### config.mk
export PLATFORM = sky130hd
export DESIGN_NAME = adc_conversion_sequencer
export DESIGN_NICKNAME = d
export VERILOG_FILES = /design/src/adc_seq_pkg.sv /design/src/adc_conversion_sequencer.sv
export SDC_FILE = /design/constraint.sdc
export NUM_CORES = 1
export LEC_CHECK = 0
export BUFFER_PORTS_ARGS = -buffer_cell sky130_fd_sc_hd__buf_2
export CELL_PAD_IN_SITES_DETAIL_PLACEMENT = 0
export CELL_PAD_IN_SITES_GLOBAL_PLACEMENT = 2
export CORE_MARGIN = 3
export CORE_UTILIZATION = 34
export CTS_CLUSTER_SIZE = 10
export DETAILED_ROUTE_END_ITERATION = 8
export GPL_TIMING_DRIVEN = 1
export PLACE_DENSITY_LB_ADDON = 0.1
export SLEW_MARGIN = 20
export SYNTH_ARGS = -nofsm -noshare
export SYNTH_HDL_FRONTEND = slang
export SYNTH_SLANG_ARGS = --single-unit
### constraint.sdc
create_clock -name clk_sys -period 3.83 [get_ports clk_sys]
set_clock_uncertainty 0.2 [all_clocks]
set_input_delay 0.1915 -clock clk_sys [delete_from_list [all_inputs] [get_ports clk_sys]]
set_output_delay 0.1915 -clock clk_sys [all_outputs]
set_load 0.01 [all_outputs]
### src/adc_seq_pkg.sv
// Purpose: shared constants, types and register map of the conversion sequencer
// Assumes: 100 MHz system clock, APB register access with 32-bit data
// Notes: register words are aligned; unused bits read as zero
`default_nettype none
package adc_seq_pkg;
	// ************************************************************
	// register offsets
	// ************************************************************
	localparam logic [11:0] OFS_CTRL_A = 12'h000;
	localparam logic [11:0] OFS_CTRL_B = 12'h004;
	localparam logic [11:0] OFS_CTRL_C = 12'h008;
	localparam logic [11:0] OFS_RESULT = 12'h00c;
	localparam logic [11:0] OFS_CHANNEL = 12'h010;
	// ************************************************************
	// field positions
	// ************************************************************
	localparam int A_ENABLE = 7;
	localparam int A_START = 6;
	localparam int A_AUTO = 5;
	localparam int A_DONE = 4;
	localparam int A_PRES_LSB = 0;
	localparam int B_SUPPLY_OK = 7;
	localparam int B_DIFF = 3;
	localparam int B_TSRC_LSB = 0;
	localparam int C_SUT_LSB = 0;
	localparam int C_THT_LSB = 8;
	localparam int CH_REQ_LSB = 0;
	localparam int CH_APP_LSB = 8;
	// ************************************************************
	// reset values and timing
	// ************************************************************
	localparam logic [2:0] PRES_RST = 3'h0;
	localparam logic [2:0] TSRC_RST = 3'h0;
	localparam logic [4:0] SUT_RST = 5'h00;
	localparam logic [1:0] THT_RST = 2'h0;
	localparam logic [4:0] CHAN_RST = 5'h00;
	localparam int CLK_MHZ = 100;
	localparam int TRACK_MIN_NS = 500;
	localparam int TRACK_MIN_CYC = (TRACK_MIN_NS * CLK_MHZ + 999) / 1000;
	localparam logic [7:0] CONV_TICKS = 8'd11;
	localparam logic [6:0] TRIG_SYNC_CYC = 7'd3;
	localparam logic [6:0] DLY_FAST = 7'd2;
	localparam logic [6:0] DLY_MID = 7'd4;
	localparam logic [7:0] DIFF_DLY_TICKS = 8'd2;
	localparam int RESULT_W = 10;
	// ************************************************************
	// types
	// ************************************************************
	typedef enum logic [2:0] {
		ST_OFF = 3'b000,
		ST_REGUP = 3'b001,
		ST_STARTUP = 3'b011,
		ST_GAIN = 3'b010,
		ST_IDLE = 3'b110,
		ST_DELAY = 3'b111,
		ST_CONV = 3'b101,
		ST_TRACK = 3'b100
	} seq_state_e;
	typedef struct packed {
		logic enable;
		logic autoTrig;
		logic [2:0] prescalerSelect;
		logic differential;
		logic [2:0] triggerSourceSelect;
		logic [4:0] startupTimeField;
		logic [1:0] trackHoldTimeField;
	} seq_cfg_s;
	typedef struct packed {
		logic regulatorOn;
		logic corePowerOn;
		logic gainAmpOn;
		logic adcClock;
		logic sampleHold;
		logic converting;
		logic [4:0] channel;
	} analog_ctl_s;
endpackage
`default_nettype wire
### src/adc_conversion_sequencer.sv
// Purpose: control sequencer of a 10-bit successive-approximation converter
// Assumes: all inputs synchronous to clk_sys except trigger lines, which are resynchronised
// Notes: registers reached over APB with one wait-free access phase
//
// Overview of operation
// RULE1: writing one to start begins a conversion; bit stays set, hardware clears it.
// RULE2: a new channel request is applied only after the running conversion ends; while free running, it is held until free running stops.
// RULE3: auto-triggering works only with auto enable set; source chosen by select field.
// RULE4: rising edge on selected trigger resets prescaler and starts a conversion.
// RULE5: trigger level held high starts nothing; edges during a conversion are ignored.
// RULE6: source flags act as triggers regardless of any interrupt enables.
// RULE7: software clears the source flag before the next event to retrigger.
// RULE8: with own done flag as source, each finished conversion starts the next.
// RULE9: software starts the first free-running conversion through the start bit.
// RULE10: start bit launches single conversions under auto mode; reads one while converting.
// RULE11: software keeps converter clock 50 kHz to 4 MHz, 2 MHz differential.
// RULE12: converter clock is system clock divided by prescaler; held reset while disabled.
// RULE13: enable powers the regulator first; startup waits for supply ok.
// RULE14: startup lasts four times startup field plus one converter clocks.
// RULE15: differential adds gain init of twice track field plus two clocks.
// RULE16: software waits 20 us or discards first result when startup is short.
// RULE17: fixed start-to-sample delay set by prescaler code or two differential clocks.
// RULE18: triggered starts add three system cycles for trigger synchronisation.
// RULE19: every conversion lasts exactly 11 converter clocks.
// RULE20: on completion store result, set done flag, clear start in single mode.
// RULE21: tracking phase follows each conversion; no new start before it ends.
// RULE22: free running keeps start set and restarts right after tracking.
// RULE23: selected trigger is synchronised and edge-detected against its previous sample.
//
// Decided for this implementation: the register addresses and register access over APB.
`default_nettype none
module adc_conversion_sequencer #(
	parameter int TRIG_W = 8
) (
	// clock and reset
	input wire logic clk_sys,
	input wire logic rst_n,
	// apb slave
	input wire logic psel,
	input wire logic penable,
	input wire logic pwrite,
	input wire logic [11:0] paddr,
	input wire logic [31:0] pwdata,
	output logic [31:0] prdata,
	output logic pready,
	output logic pslverr,
	// trigger source flags
	input wire logic [TRIG_W-1:0] triggerFlags,
	// analog core
	input wire logic analogSupplyOk,
	input wire logic [adc_seq_pkg::RESULT_W-1:0] coreResult,
	output adc_seq_pkg::analog_ctl_s analogCtl
);
	import adc_seq_pkg::*;

	initial begin
		if (TRIG_W < 2 || TRIG_W > 8) begin
			$error("TRIG_W must be 2 to 8");
		end
	end

	// ************************************************************
	// helpers
	// ************************************************************
	function automatic logic [6:0] divRatio(input logic [2:0] ps);
		logic [6:0] r;
		r = 7'd1;
		if (ps == 3'd0) begin
			r = 7'd1;
		end else begin
			r = 7'(7'd1 << (ps - 3'd1));
		end
		return r;
	endfunction

	function automatic logic [6:0] seDelay(input logic [2:0] ps);
		logic [6:0] d;
		d = 7'd0;
		if (ps < 3'd2) begin
			d = DLY_FAST;
		end else if (ps == 3'd2) begin
			d = DLY_MID;
		end
		return d;
	endfunction

	// ************************************************************
	// declarations
	// ************************************************************
	seq_cfg_s cfg_q, cfg_d;
	seq_state_e state_q, state_d;
	logic [7:0] cnt_q, cnt_d;
	logic [6:0] cyc_q, cyc_d;
	logic [6:0] pres_q, pres_d;
	logic tick;
	logic trigS1_q, trigS2_q, trigPrev_q;
	logic trigS1_d, trigS2_d, trigPrev_d;
	logic pend_q, pend_d, pendAuto_q, pendAuto_d, curAuto_q, curAuto_d;
	logic startBit_q, startBit_d, done_q, done_d;
	logic [RESULT_W-1:0] result_q, result_d;
	logic [4:0] chanReq_q, chanReq_d, chanApp_q, chanApp_d;
	logic [31:0] prdata_q, prdata_d;
	logic pready_q, pready_d, pslverr_q, pslverr_d;
	analog_ctl_s ana_q, ana_d;
	logic wrEn, busy, freeRun, trigEdge, acceptEdge, swStart, launch, convDone, sample;
	logic [7:0] startupLen, gainLen, trackLen;
	logic [6:0] launchDly;
	logic trackDone;

	assign wrEn = psel & penable & pready_q & pwrite;
	assign busy = (state_q == ST_DELAY) || (state_q == ST_CONV);
	assign freeRun = cfg_q.autoTrig && (cfg_q.triggerSourceSelect == 3'd0);
	assign startupLen = 8'({cfg_q.startupTimeField, 2'b00}) + 8'd4; // RULE14
	assign gainLen = 8'({cfg_q.trackHoldTimeField, 1'b0}) + 8'd4; // RULE15
	assign trackLen = cfg_q.differential ?
		8'({cfg_q.trackHoldTimeField, 1'b0}) + 8'd3 : // RULE21
		8'(cfg_q.trackHoldTimeField) + 8'd1; // RULE21
	assign swStart = wrEn && (paddr == OFS_CTRL_A) && pwdata[A_START] && pwdata[A_ENABLE]
		&& cfg_q.enable && !startBit_q; // RULE1 RULE10
	assign trigEdge = trigS2_q & ~trigPrev_q; // RULE23
	assign acceptEdge = cfg_q.enable && cfg_q.autoTrig && !freeRun && trigEdge && !busy
		&& !startBit_q; // RULE3 RULE5

	// ************************************************************
	// configuration registers
	// ************************************************************
	always_comb begin
		cfg_d = cfg_q;
		chanReq_d = chanReq_q;
		if (wrEn && paddr == OFS_CTRL_A) begin
			cfg_d.enable = pwdata[A_ENABLE];
			cfg_d.autoTrig = pwdata[A_AUTO]; // RULE3
			cfg_d.prescalerSelect = pwdata[A_PRES_LSB +: 3];
		end else if (wrEn && paddr == OFS_CTRL_B) begin
			cfg_d.differential = pwdata[B_DIFF];
			cfg_d.triggerSourceSelect = pwdata[B_TSRC_LSB +: 3]; // RULE3
		end else if (wrEn && paddr == OFS_CTRL_C) begin
			cfg_d.startupTimeField = pwdata[C_SUT_LSB +: 5];
			cfg_d.trackHoldTimeField = pwdata[C_THT_LSB +: 2];
		end else if (wrEn && paddr == OFS_CHANNEL) begin
			chanReq_d = pwdata[CH_REQ_LSB +: 5];
		end
	end

	always_ff @(posedge clk_sys or negedge rst_n) begin
		if (!rst_n) begin
			cfg_q <= '{1'b0, 1'b0, PRES_RST, 1'b0, TSRC_RST, SUT_RST, THT_RST};
			chanReq_q <= CHAN_RST;
		end else begin
			cfg_q <= cfg_d;
			chanReq_q <= chanReq_d;
		end
	end

	// ************************************************************
	// prescaler
	// ************************************************************
	always_comb begin
		tick = (pres_q == divRatio(cfg_q.prescalerSelect) * 7'd2 - 7'd1);
		pres_d = tick ? 7'd0 : pres_q + 7'd1;
		if (sample) begin
			pres_d = 7'd0; // RULE19
		end
		if (!cfg_q.enable || acceptEdge) begin
			pres_d = 7'd0; // RULE12 RULE4
			tick = 1'b0;
		end
	end

	always_ff @(posedge clk_sys or negedge rst_n) begin
		if (!rst_n) begin
			pres_q <= 7'd0;
		end else begin
			pres_q <= pres_d;
		end
	end

	// ************************************************************
	// trigger synchroniser
	// ************************************************************
	always_comb begin
		trigS1_d = triggerFlags[cfg_q.triggerSourceSelect]; // RULE3 RULE6
		trigS2_d = trigS1_q; // RULE23
		trigPrev_d = trigS2_q; // RULE23
	end

	always_ff @(posedge clk_sys or negedge rst_n) begin
		if (!rst_n) begin
			trigS1_q <= 1'b0;
			trigS2_q <= 1'b0;
			trigPrev_q <= 1'b0;
		end else begin
			trigS1_q <= trigS1_d;
			trigS2_q <= trigS2_d;
			trigPrev_q <= trigPrev_d;
		end
	end

	// ************************************************************
	// sequencer
	// ************************************************************
	always_comb begin
		state_d = state_q;
		cnt_d = cnt_q;
		cyc_d = cyc_q;
		curAuto_d = curAuto_q;
		convDone = 1'b0;
		sample = 1'b0;
		trackDone = ((cnt_q == trackLen) || (tick && cnt_q == trackLen - 8'd1))
			&& (cfg_q.differential || cyc_q == 7'd0); // RULE21 RULE22
		launch = pend_q && ((state_q == ST_IDLE) || (state_q == ST_TRACK && trackDone)); // RULE21
		if (cfg_q.differential) begin
			launchDly = pendAuto_q ? TRIG_SYNC_CYC : 7'd0; // RULE17 RULE18
		end else begin
			launchDly = seDelay(cfg_q.prescalerSelect) + (pendAuto_q ? TRIG_SYNC_CYC : 7'd0); // RULE17 RULE18
		end
		case (state_q)
			ST_OFF: begin
				if (cfg_q.enable) begin
					state_d = ST_REGUP; // RULE13
				end
			end
			ST_REGUP: begin
				if (analogSupplyOk) begin
					state_d = ST_STARTUP; // RULE13
					cnt_d = 8'd0;
				end
			end
			ST_STARTUP: begin
				if (tick) begin
					cnt_d = cnt_q + 8'd1;
					if (cnt_q == startupLen - 8'd1) begin
						state_d = cfg_q.differential ? ST_GAIN : ST_IDLE; // RULE14 RULE15
						cnt_d = 8'd0;
					end
				end
			end
			ST_GAIN: begin
				if (tick) begin
					cnt_d = cnt_q + 8'd1;
					if (cnt_q == gainLen - 8'd1) begin
						state_d = ST_IDLE; // RULE15
						cnt_d = 8'd0;
					end
				end
			end
			ST_IDLE: begin
			end
			ST_DELAY: begin
				if (cyc_q != 7'd0) begin
					cyc_d = cyc_q - 7'd1;
					if (!cfg_q.differential && cyc_q == 7'd1) begin
						state_d = ST_CONV; // RULE17
						sample = 1'b1;
					end
				end else if (tick) begin
					cnt_d = cnt_q + 8'd1;
					if (cnt_q == DIFF_DLY_TICKS - 8'd1) begin
						state_d = ST_CONV; // RULE17
						cnt_d = 8'd0;
						sample = 1'b1;
					end
				end
			end
			ST_CONV: begin
				if (tick) begin
					cnt_d = cnt_q + 8'd1;
					if (cnt_q == CONV_TICKS - 8'd1) begin
						convDone = 1'b1; // RULE19
						state_d = ST_TRACK; // RULE21
						cnt_d = 8'd0;
						cyc_d = 7'(TRACK_MIN_CYC);
					end
				end
			end
			ST_TRACK: begin
				if (cyc_q != 7'd0) begin
					cyc_d = cyc_q - 7'd1;
				end
				if (tick && cnt_q != trackLen) begin
					cnt_d = cnt_q + 8'd1;
				end
				if (trackDone) begin
					state_d = ST_IDLE;
				end
			end
			default: begin
				state_d = ST_OFF;
			end
		endcase
		if (launch) begin
			curAuto_d = pendAuto_q;
			cnt_d = 8'd0;
			cyc_d = launchDly;
			if (launchDly == 7'd0 && !cfg_q.differential) begin
				state_d = ST_CONV; // RULE17
				sample = 1'b1;
			end else begin
				state_d = ST_DELAY;
			end
		end
		if (!cfg_q.enable) begin
			state_d = ST_OFF; // RULE12
			cnt_d = 8'd0;
			cyc_d = 7'd0;
			curAuto_d = 1'b0;
		end
	end

	always_ff @(posedge clk_sys or negedge rst_n) begin
		if (!rst_n) begin
			state_q <= ST_OFF;
			cnt_q <= 8'd0;
			cyc_q <= 7'd0;
			curAuto_q <= 1'b0;
		end else begin
			state_q <= state_d;
			cnt_q <= cnt_d;
			cyc_q <= cyc_d;
			curAuto_q <= curAuto_d;
		end
	end

	// ************************************************************
	// start requests, flags and result
	// ************************************************************
	always_comb begin
		pend_d = pend_q;
		pendAuto_d = pendAuto_q;
		startBit_d = startBit_q;
		done_d = done_q;
		result_d = result_q;
		chanApp_d = chanApp_q;
		if (launch) begin
			pend_d = 1'b0;
			pendAuto_d = 1'b0;
			startBit_d = 1'b1; // RULE10
		end
		if (swStart) begin
			pend_d = 1'b1; // RULE1 RULE9
			pendAuto_d = 1'b0;
			startBit_d = 1'b1; // RULE1
		end else if (acceptEdge) begin
			pend_d = 1'b1; // RULE4
			pendAuto_d = 1'b1; // RULE18
		end
		if (convDone) begin
			result_d = coreResult; // RULE20
			if (freeRun) begin
				pend_d = 1'b1; // RULE8 RULE22
				pendAuto_d = 1'b0;
			end else if (!swStart) begin
				startBit_d = 1'b0; // RULE1 RULE20
			end
		end
		if (wrEn && paddr == OFS_CTRL_A && pwdata[A_DONE]) begin
			done_d = 1'b0;
		end
		if (convDone) begin
			done_d = 1'b1; // RULE20
		end
		if (!busy && !pend_q) begin
			chanApp_d = chanReq_q; // RULE2
		end
		if (!cfg_q.enable) begin
			pend_d = 1'b0;
			pendAuto_d = 1'b0;
			startBit_d = 1'b0;
		end
	end

	always_ff @(posedge clk_sys or negedge rst_n) begin
		if (!rst_n) begin
			pend_q <= 1'b0;
			pendAuto_q <= 1'b0;
			startBit_q <= 1'b0;
			done_q <= 1'b0;
			result_q <= '0;
			chanApp_q <= CHAN_RST;
		end else begin
			pend_q <= pend_d;
			pendAuto_q <= pendAuto_d;
			startBit_q <= startBit_d;
			done_q <= done_d;
			result_q <= result_d;
			chanApp_q <= chanApp_d;
		end
	end

	// ************************************************************
	// analog core controls
	// ************************************************************
	always_comb begin
		ana_d.regulatorOn = cfg_q.enable; // RULE13
		ana_d.corePowerOn = cfg_q.enable && state_q != ST_OFF && state_q != ST_REGUP; // RULE13
		ana_d.gainAmpOn = ana_d.corePowerOn && cfg_q.differential;
		ana_d.adcClock = cfg_q.enable && (pres_q >= divRatio(cfg_q.prescalerSelect)); // RULE12
		ana_d.sampleHold = sample;
		ana_d.converting = (state_d == ST_CONV);
		ana_d.channel = chanApp_q;
	end

	always_ff @(posedge clk_sys or negedge rst_n) begin
		if (!rst_n) begin
			ana_q <= '0;
		end else begin
			ana_q <= ana_d;
		end
	end

	// ************************************************************
	// apb slave
	// ************************************************************
	always_comb begin
		prdata_d = 32'h0000_0000;
		pslverr_d = 1'b0;
		pready_d = psel & ~penable;
		if (psel && !penable) begin
			if (paddr == OFS_CTRL_A) begin
				prdata_d[A_ENABLE] = cfg_q.enable;
				prdata_d[A_START] = startBit_q; // RULE10
				prdata_d[A_AUTO] = cfg_q.autoTrig;
				prdata_d[A_DONE] = done_q;
				prdata_d[A_PRES_LSB +: 3] = cfg_q.prescalerSelect;
			end else if (paddr == OFS_CTRL_B) begin
				prdata_d[B_SUPPLY_OK] = analogSupplyOk && cfg_q.enable; // RULE13
				prdata_d[B_DIFF] = cfg_q.differential;
				prdata_d[B_TSRC_LSB +: 3] = cfg_q.triggerSourceSelect;
			end else if (paddr == OFS_CTRL_C) begin
				prdata_d[C_SUT_LSB +: 5] = cfg_q.startupTimeField;
				prdata_d[C_THT_LSB +: 2] = cfg_q.trackHoldTimeField;
			end else if (paddr == OFS_RESULT) begin
				prdata_d[RESULT_W-1:0] = result_q;
			end else if (paddr == OFS_CHANNEL) begin
				prdata_d[CH_REQ_LSB +: 5] = chanReq_q;
				prdata_d[CH_APP_LSB +: 5] = chanApp_q;
			end else begin
				pslverr_d = 1'b1;
			end
		end
	end

	always_ff @(posedge clk_sys or negedge rst_n) begin
		if (!rst_n) begin
			prdata_q <= 32'h0000_0000;
			pready_q <= 1'b0;
			pslverr_q <= 1'b0;
		end else begin
			prdata_q <= prdata_d;
			pready_q <= pready_d;
			pslverr_q <= pslverr_d;
		end
	end

	assign prdata = prdata_q;
	assign pready = pready_q;
	assign pslverr = pslverr_q;
	assign analogCtl = ana_q;
endmodule // adc_conversion_sequencer
`default_nettype wire

# After elaboration in Yosys (flattened, before gate mapping)
# Index checks and enable logic that the tools add are counted.
[classes]
add_sub_neg = 13
multipliers = 0
n_div = 0
magnitude_cmp = 3
eq_ne = 34
shifts = 1
muxes = 105
bitwise = 10
reduce_logical = 56
[op_table]
columns = ["operator", "n"]
rows = [
  ["8-bit 2-to-1 mux", 13],
  ["7-bit 2-to-1 mux", 11],
  ["3-bit 2-to-1 mux", 23],
  ["8-bit one-hot mux with 6 select lines", 1],
  ["1-bit 2-to-1 mux", 40],
  ["5-bit 2-to-1 mux", 6],
  ["1-bit logical AND", 29],
  ["12-bit by 4-bit equality test with 1-bit output, second input constant", 2],
  ["8-bit equality test", 3],
  ["4-bit inequality test, second input constant", 6],
  ["3-bit one-hot mux with 7 select lines", 1],
  ["3-bit equality test, second input constant", 5],
  ["7-bit logical NOT", 2],
  ["7-bit one-hot mux with 2 select lines", 1],
  ["7-bit by 1-bit subtractor with 7-bit output, second input constant", 2],
  ["13-bit 2-to-1 mux", 1],
  ["12-bit by 3-bit equality test with 1-bit output, second input constant", 1],
  ["12-bit by 5-bit equality test with 1-bit output, second input constant", 1],
  ["12-bit logical NOT", 1],
  ["4-bit 2-to-1 mux", 3],
  ["4-bit by 1-bit subtractor with 5-bit output, second input constant", 2],
  ["3-bit by 2-bit equality test with 1-bit output, second input constant", 3],
  ["3-bit logical NOT", 3],
  ["7-bit by 3-bit adder with 8-bit output, second input constant", 1],
  ["other kinds (37)", 61],
]
[totals]
register_bits = 94
latch_bits = 0
ram_bits = 0
romBits = 0
inputBits = 68
out_inout_bits = 45
wordCells = 253
memories = 0

# Longest topological paths before layout
[logic_depth]
word_depth = 21
depth_mapped = 15
mapped_depth_nobuf = 11

# Least setup slack after synthesis
# No wires, ideal clock.
[synth_path]
kind = "flip-flop to flip-flop"
start = "register cfg_q[12] (netlist name)"
end = "register cnt_q[5]"
setup_time_ns = 0.078
t_arrival_ns = 3.260
t_required_ns = 3.552
slack_ns = 0.292
stages_incl_launch_ff = 12
n_path_buf = 1
synth_period_minus_slack_ns = 3.538
cell_sequence = "dfrtp_1 clkbuf_1 inv_1 or3_1 ha_1 o2bb2ai_1 or3_1 a211o_1 o21ai_0 o21ai_1 or4b_2 a21oi_1"
[synth_between]
elab_chain_cells = 14
word_cells_on_any_way = 25
classes_between = "2 x add/sub; 9 x eq/ne; 1 x shift; 4 x mux; 9 x reduce/logical"
[synth_rtl]
columns = ["element", "line", "source"]
rows = [
  ["from (decl)", "adc_conversion_sequencer.sv:90", "seq_cfg_s cfg_q, cfg_d;"],
  ["from (signal assigned)", "adc_conversion_sequencer.sv:147", "cfg_q <= '{1'b0, 1'b0, PRES_RST, 1'b0, TSRC_RST, SUT_RST, THT_RST};"],
  ["from (signal assigned)", "adc_conversion_sequencer.sv:150", "cfg_q <= cfg_d;"],
  ["3-bit by 1-bit subtractor with 3-bit output", "adc_conversion_sequencer.sv:71", "r = 7'(7'd1 << (ps - 3'd1));"],
  ["1-bit by 3-bit left shift with 7-bit output", "--", ""],
  ["7-bit 2-to-1 mux (*)", "adc_conversion_sequencer.sv:68", "if (ps == 3'd0) begin"],
  ["7-bit by 1-bit subtractor with 7-bit output (*)", "adc_conversion_sequencer.sv:159", "tick = (pres_q == divRatio(cfg_q.prescalerSelect) * 7'd2 - 7'd1);"],
  ["7-bit equality test (*)", "adc_conversion_sequencer.sv:159", ""],
  ["1-bit 2-to-1 mux (*)", "adc_conversion_sequencer.sv:164", "if (!cfg_q.enable || acceptEdge) begin"],
  ["1-bit logical AND", "adc_conversion_sequencer.sv:209", "trackDone = ((cnt_q == trackLen) || (tick && cnt_q == trackLen - 8'd1))"],
  ["1-bit logical OR", "adc_conversion_sequencer.sv:209", ""],
  ["1-bit logical AND", "adc_conversion_sequencer.sv:210", "&& (cfg_q.differential || cyc_q == 7'd0);"],
  ["1-bit logical AND", "adc_conversion_sequencer.sv:211", "launch = pend_q && ((state_q == ST_IDLE) || (state_q == ST_TRACK && trackDone));"],
  ["1-bit logical OR", "adc_conversion_sequencer.sv:211", ""],
  ["1-bit logical AND", "adc_conversion_sequencer.sv:211", ""],
  ["8-bit by 1-bit inequality test with 1-bit output (no line) (tied with other cells)", "--", ""],
  ["8-bit AND reduction (no line) / 8-bit 2-to-1 mux (equally long branches)", "--", ""],
  ["to (signal assigned)", "adc_conversion_sequencer.sv:318", "cnt_q <= cnt_d;"],
  ["to (decl)", "adc_conversion_sequencer.sv:92", "logic [7:0] cnt_q, cnt_d;"],
]
# Mark *: on every way between the ends. The rest lies on a longest branch, timed or not.
# A chain may end at the register's enable or synchronous reset.

# Worst setup path after layout
[layout_path]
start = "register cfg_q[13] (netlist name)"
end = "register cnt_q[5]"
# Same word-level chain as after synthesis.

==> flow_summary.json <==
{
  "ant_nets": 0,
  "rr_startpoint": "cfg_q[13]$_DFFE_PN0P_",
  "cts_buffer_depth": 2,
  "critical-path-max-stage-delay_ns": 0.69,
  "clock_sinks": 94,
  "cp_top_family": "simple AND/OR/NAND/NOR gates",
  "p_int_mw": 1.92,
  "power.density_mw_per_mm2": 461,
  "num_vias": 4301,
  "fmax_mhz": 282,
  "die_w_um": 130,
  "end_kind": "flop",
  "synthToLayoutAreaGrowth_pct": 20.8,
  "path_class": "flop to flop",
  "max_cap_violations": 0,
  "post_cts.repair.setup_buffers": 0,
  "async_flop_share_pct": 100,
  "dp.cells": 784,
  "syn_area_mm2": 0.00527,
  "yosysTopAreaCell": "dfrtp_1",
  "synth_top_area_share_pct": 44.7,
  "cts-root-buf": "clkbuf_16",
  "synth_cells": 533,
  "rows": 44,
  "hp-start": "paddr[2]",
  "ys_ff_latch": 94,
  "coreArea_mm2": 0.0149,
  "ys_types": 65,
  "clk_latency_ns": 0.35,
  "path_buf_inv": 1,
  "p_sw_mw": 1.01,
  "overflow": 0,
  "fin_crit_ns": 3.55,
  "fp.dieH_um": 130,
  "start_util_pct": 35.4,
  "grt_pass1_vias": 4250,
  "drt-pass1-iter-count": 4,
  "clkPwrFrac_pct": 32.1,
  "antenna_found_initial": 0,
  "cp-startpoint": "cfg_q[13]$_DFFE_PN0P_",
  "p_seq_share_pct": 39.6,
  "synth_edf_count": 0,
  "leakage_nw": 3.05,
  "drt_iter0_markers": 255,
  "synthFlopType": "dfrtp_1",
  "via_per_inst": 5.23,
  "setup_viol": 0,
  "gp_congestion": 0.773,
  "critPathSlowestCell": "or4b_2",
  "dp_hpwl_um": 10700,
  "drc": 0,
  "cts_buffers": 9,
  "drt-total-wl_um": 14400,
  "regArea_mm2": 0.00235,
  "cts_tree": "built",
  "worst_pin_slew_ns": 0.753,
  "cts_max_level": 3,
  "synth.area.top_cells": "dfrtp_1 45%, mux2_2 8.1%, ha_1 4.0%",
  "hold_viol_final": 0,
  "fill_cells": 1476,
  "cts_resized": 0,
  "fin_crit_sh_pct": 92.7,
  "arrival_ns": 3.62,
  "relSlewSlack_pct": 49.4,
  "pwr-share-comb_pct": 28.3,
  "clk_pin_slew_worst_paths_ns": 0.07,
  "cp_cell_sequence": "nor2_1 > inv_1 > ha_1 > o2bb2ai_1 > or3_1 > a211o_1 > o21ai_0 > o21ai_1 > or4b_2 > a21oi_1",
  "multiInputGateArea_mm2": 0.00266,
  "p_sw_share_pct": 34.4,
  "wl_per_cell_um": 17.5,
  "port_buffers": 71,
  "num-nets-final": 718,
  "io_pins": 113,
  "peakVddDrop_mv": 0.204,
  "crit_fanout": 8,
  "tns_ns": 0,
  "diodes": 0,
  "grt.total_usage_pct": 17.6,
  "worstHoldPathType": "input pin to flop",
  "stdcell_count": 822,
  "worstPathRequired_ns": 3.90,
  "status": "completed",
  "seq_area_frac_synth_pct": 44.7,
  "drv_slew": 0,
  "final_layout_size_suffix_gt1_share_pct": 24.5,
  "die_area_mm2": 0.0170,
  "yosysWarningCount": 0,
  "syn_area_per_cell_um2": 9.88,
  "grt_pass1_wl_um": 23100,
  "grt_start_max_net_pins": 44,
  "grt_setup_unrepaired": "no",
  "cp-start-kind": "flop"
}
cells by family after synthesis:
logic type | share of synthesized area (%)
flops | 44.7
simple gates | 17.7
xor+xnor | 4.32
fa+ha+maj | 4.04
mux | 9.55
other cells | 0.0712
buf+inv | 6.06
compound gates | 13.6
worst min-delay path: stages:
cell and delay, ns:
buf_2 0.18, nand3_1 0.10, a21oi_1 0.06
power by group through the flow:
stage | clock network, mW | logic, mW | registers (mW)
finish | 0.941 | 0.830 | 1.16
global route | 1.01 | 0.932 | 1.17
CTS | 0.969 | 0.835 | 1.16
detailed placement | 0 | 0.814 | 1.18
global placement | 0 | 0.806 | 1.18
floorplan | 0 | 0.619 | 1.14
sequential cells by signal, summed over array words and instances, names as in the netlist, 3 cells and up:
name,cells
chanApp_q,5
result_q,10
chanReq_q,5
cnt_q,8
pres_q,7
cfg_q,15
cyc_q,7
prdata,13
analogCtl,11
state_q,3
metrics by stage:
step	utilization (%)	area, µm²	hold WS, ns	total power [mW]	setup slack [ns]
detailed placement	39.3	5840	0.0254	2.00	0.271
floorplan	-	5340	-0.304	1.76	0.292
CTS	42.8	6360	0.00626	2.97	0.253
global placement	39.3	5840	0.0213	1.99	0.345
global route	42.8	6360	0.0315	3.12	0.0513
finish	42.8	6360	0.0165	2.93	0.279
worst paths after layout:
check	end	cells past startpoint	slack [ns]
worst max-delay path	cnt_q[5]$_DFFE_PN0P_	10	0.28
worst max register to register	cnt_q[5]$_DFFE_PN0P_	10	0.28
worst min-delay path	prdata[6]$_DFF_PN0_	3	0.02
min in group asynchronous	pres_q[4]$_DFF_PN0_	2	0.17
max in group asynchronous	result_q[4]$_DFFE_PN0P_	3	2.48
worst min register to register	trigPrev_d$_DFF_PN0_	0	0.16
Yosys cell counts (2+ instances only):
cell type and number:
o211a_1 2, mux2i_1 3, nor2b_1 5, o21ai_1 3
nand4_1 6, nor2_1 53, nand3_1 13, and3_1 7
nand2b_1 3, or4b_2 4, nor3b_1 3, buf_6 2
xor2_1 14, or3_1 9, mux2_2 38, nor4_1 9
nand2_1 36, o21ai_0 19, ha_1 17, or4_1 3
clkbuf_1 22, a22oi_1 7, a211oi_1 5, and2_1 5
a31oi_1 5, inv_1 18, mux4_2 2, a21oi_1 30
dfrtp_1 94, nand3b_1 4, xnor2_1 12, o2111ai_1 2
nor3_1 17, o2bb2ai_1 2, o21a_1 3, a221oi_1 4
a21o_1 6, buf_4 19
timing repair:
item,4_1_cts,5_1_grt
endpoints found under the hold margin,75,0
endpoints found under the setup margin,0,0
hold buffers,22,0
layer usage:
metal	track usage [%]	share of wire [%]	vias to the layer above
met1	24.7	48	2104
li1	-	-	2088
met3	2.32	3.1	11
met2	28.4	47	98
met5	0	0	-
met4	5.69	1.2	0
cell type report:
class	instances	share of cell area, %
clock buffers	10	3.60
clock inverters	6	1.18
inverters	18	1.06
multi-input cells	395	41.9
flip-flops and latches	94	37.0
well taps	184	3.62
repair buffers	115	11.7
cell usage in the layout (no fill, tap or decap), types with 9 or more instances in the layout:
master         synthesis  final
nand2_1               36     36
buf_4                 19     23
a21oi_1               30     30
ha_1                  17     17
xnor2_1               12     12
nor4_1                 9      9
conb_1                 1     19
dfrtp_1               94     94
o21ai_0               19     19
mux2_2                38     38
or3_1                  9      9
nand3_1               13     13
xor2_1                14     14
clkbuf_16              0      9
inv_1                 18     18
dlygate4sd3_1          0     22
nor2_1                53     53
buf_2                  0     70
nor3_1                17     17
Note: power is estimated with default switching activity, not from simulation.
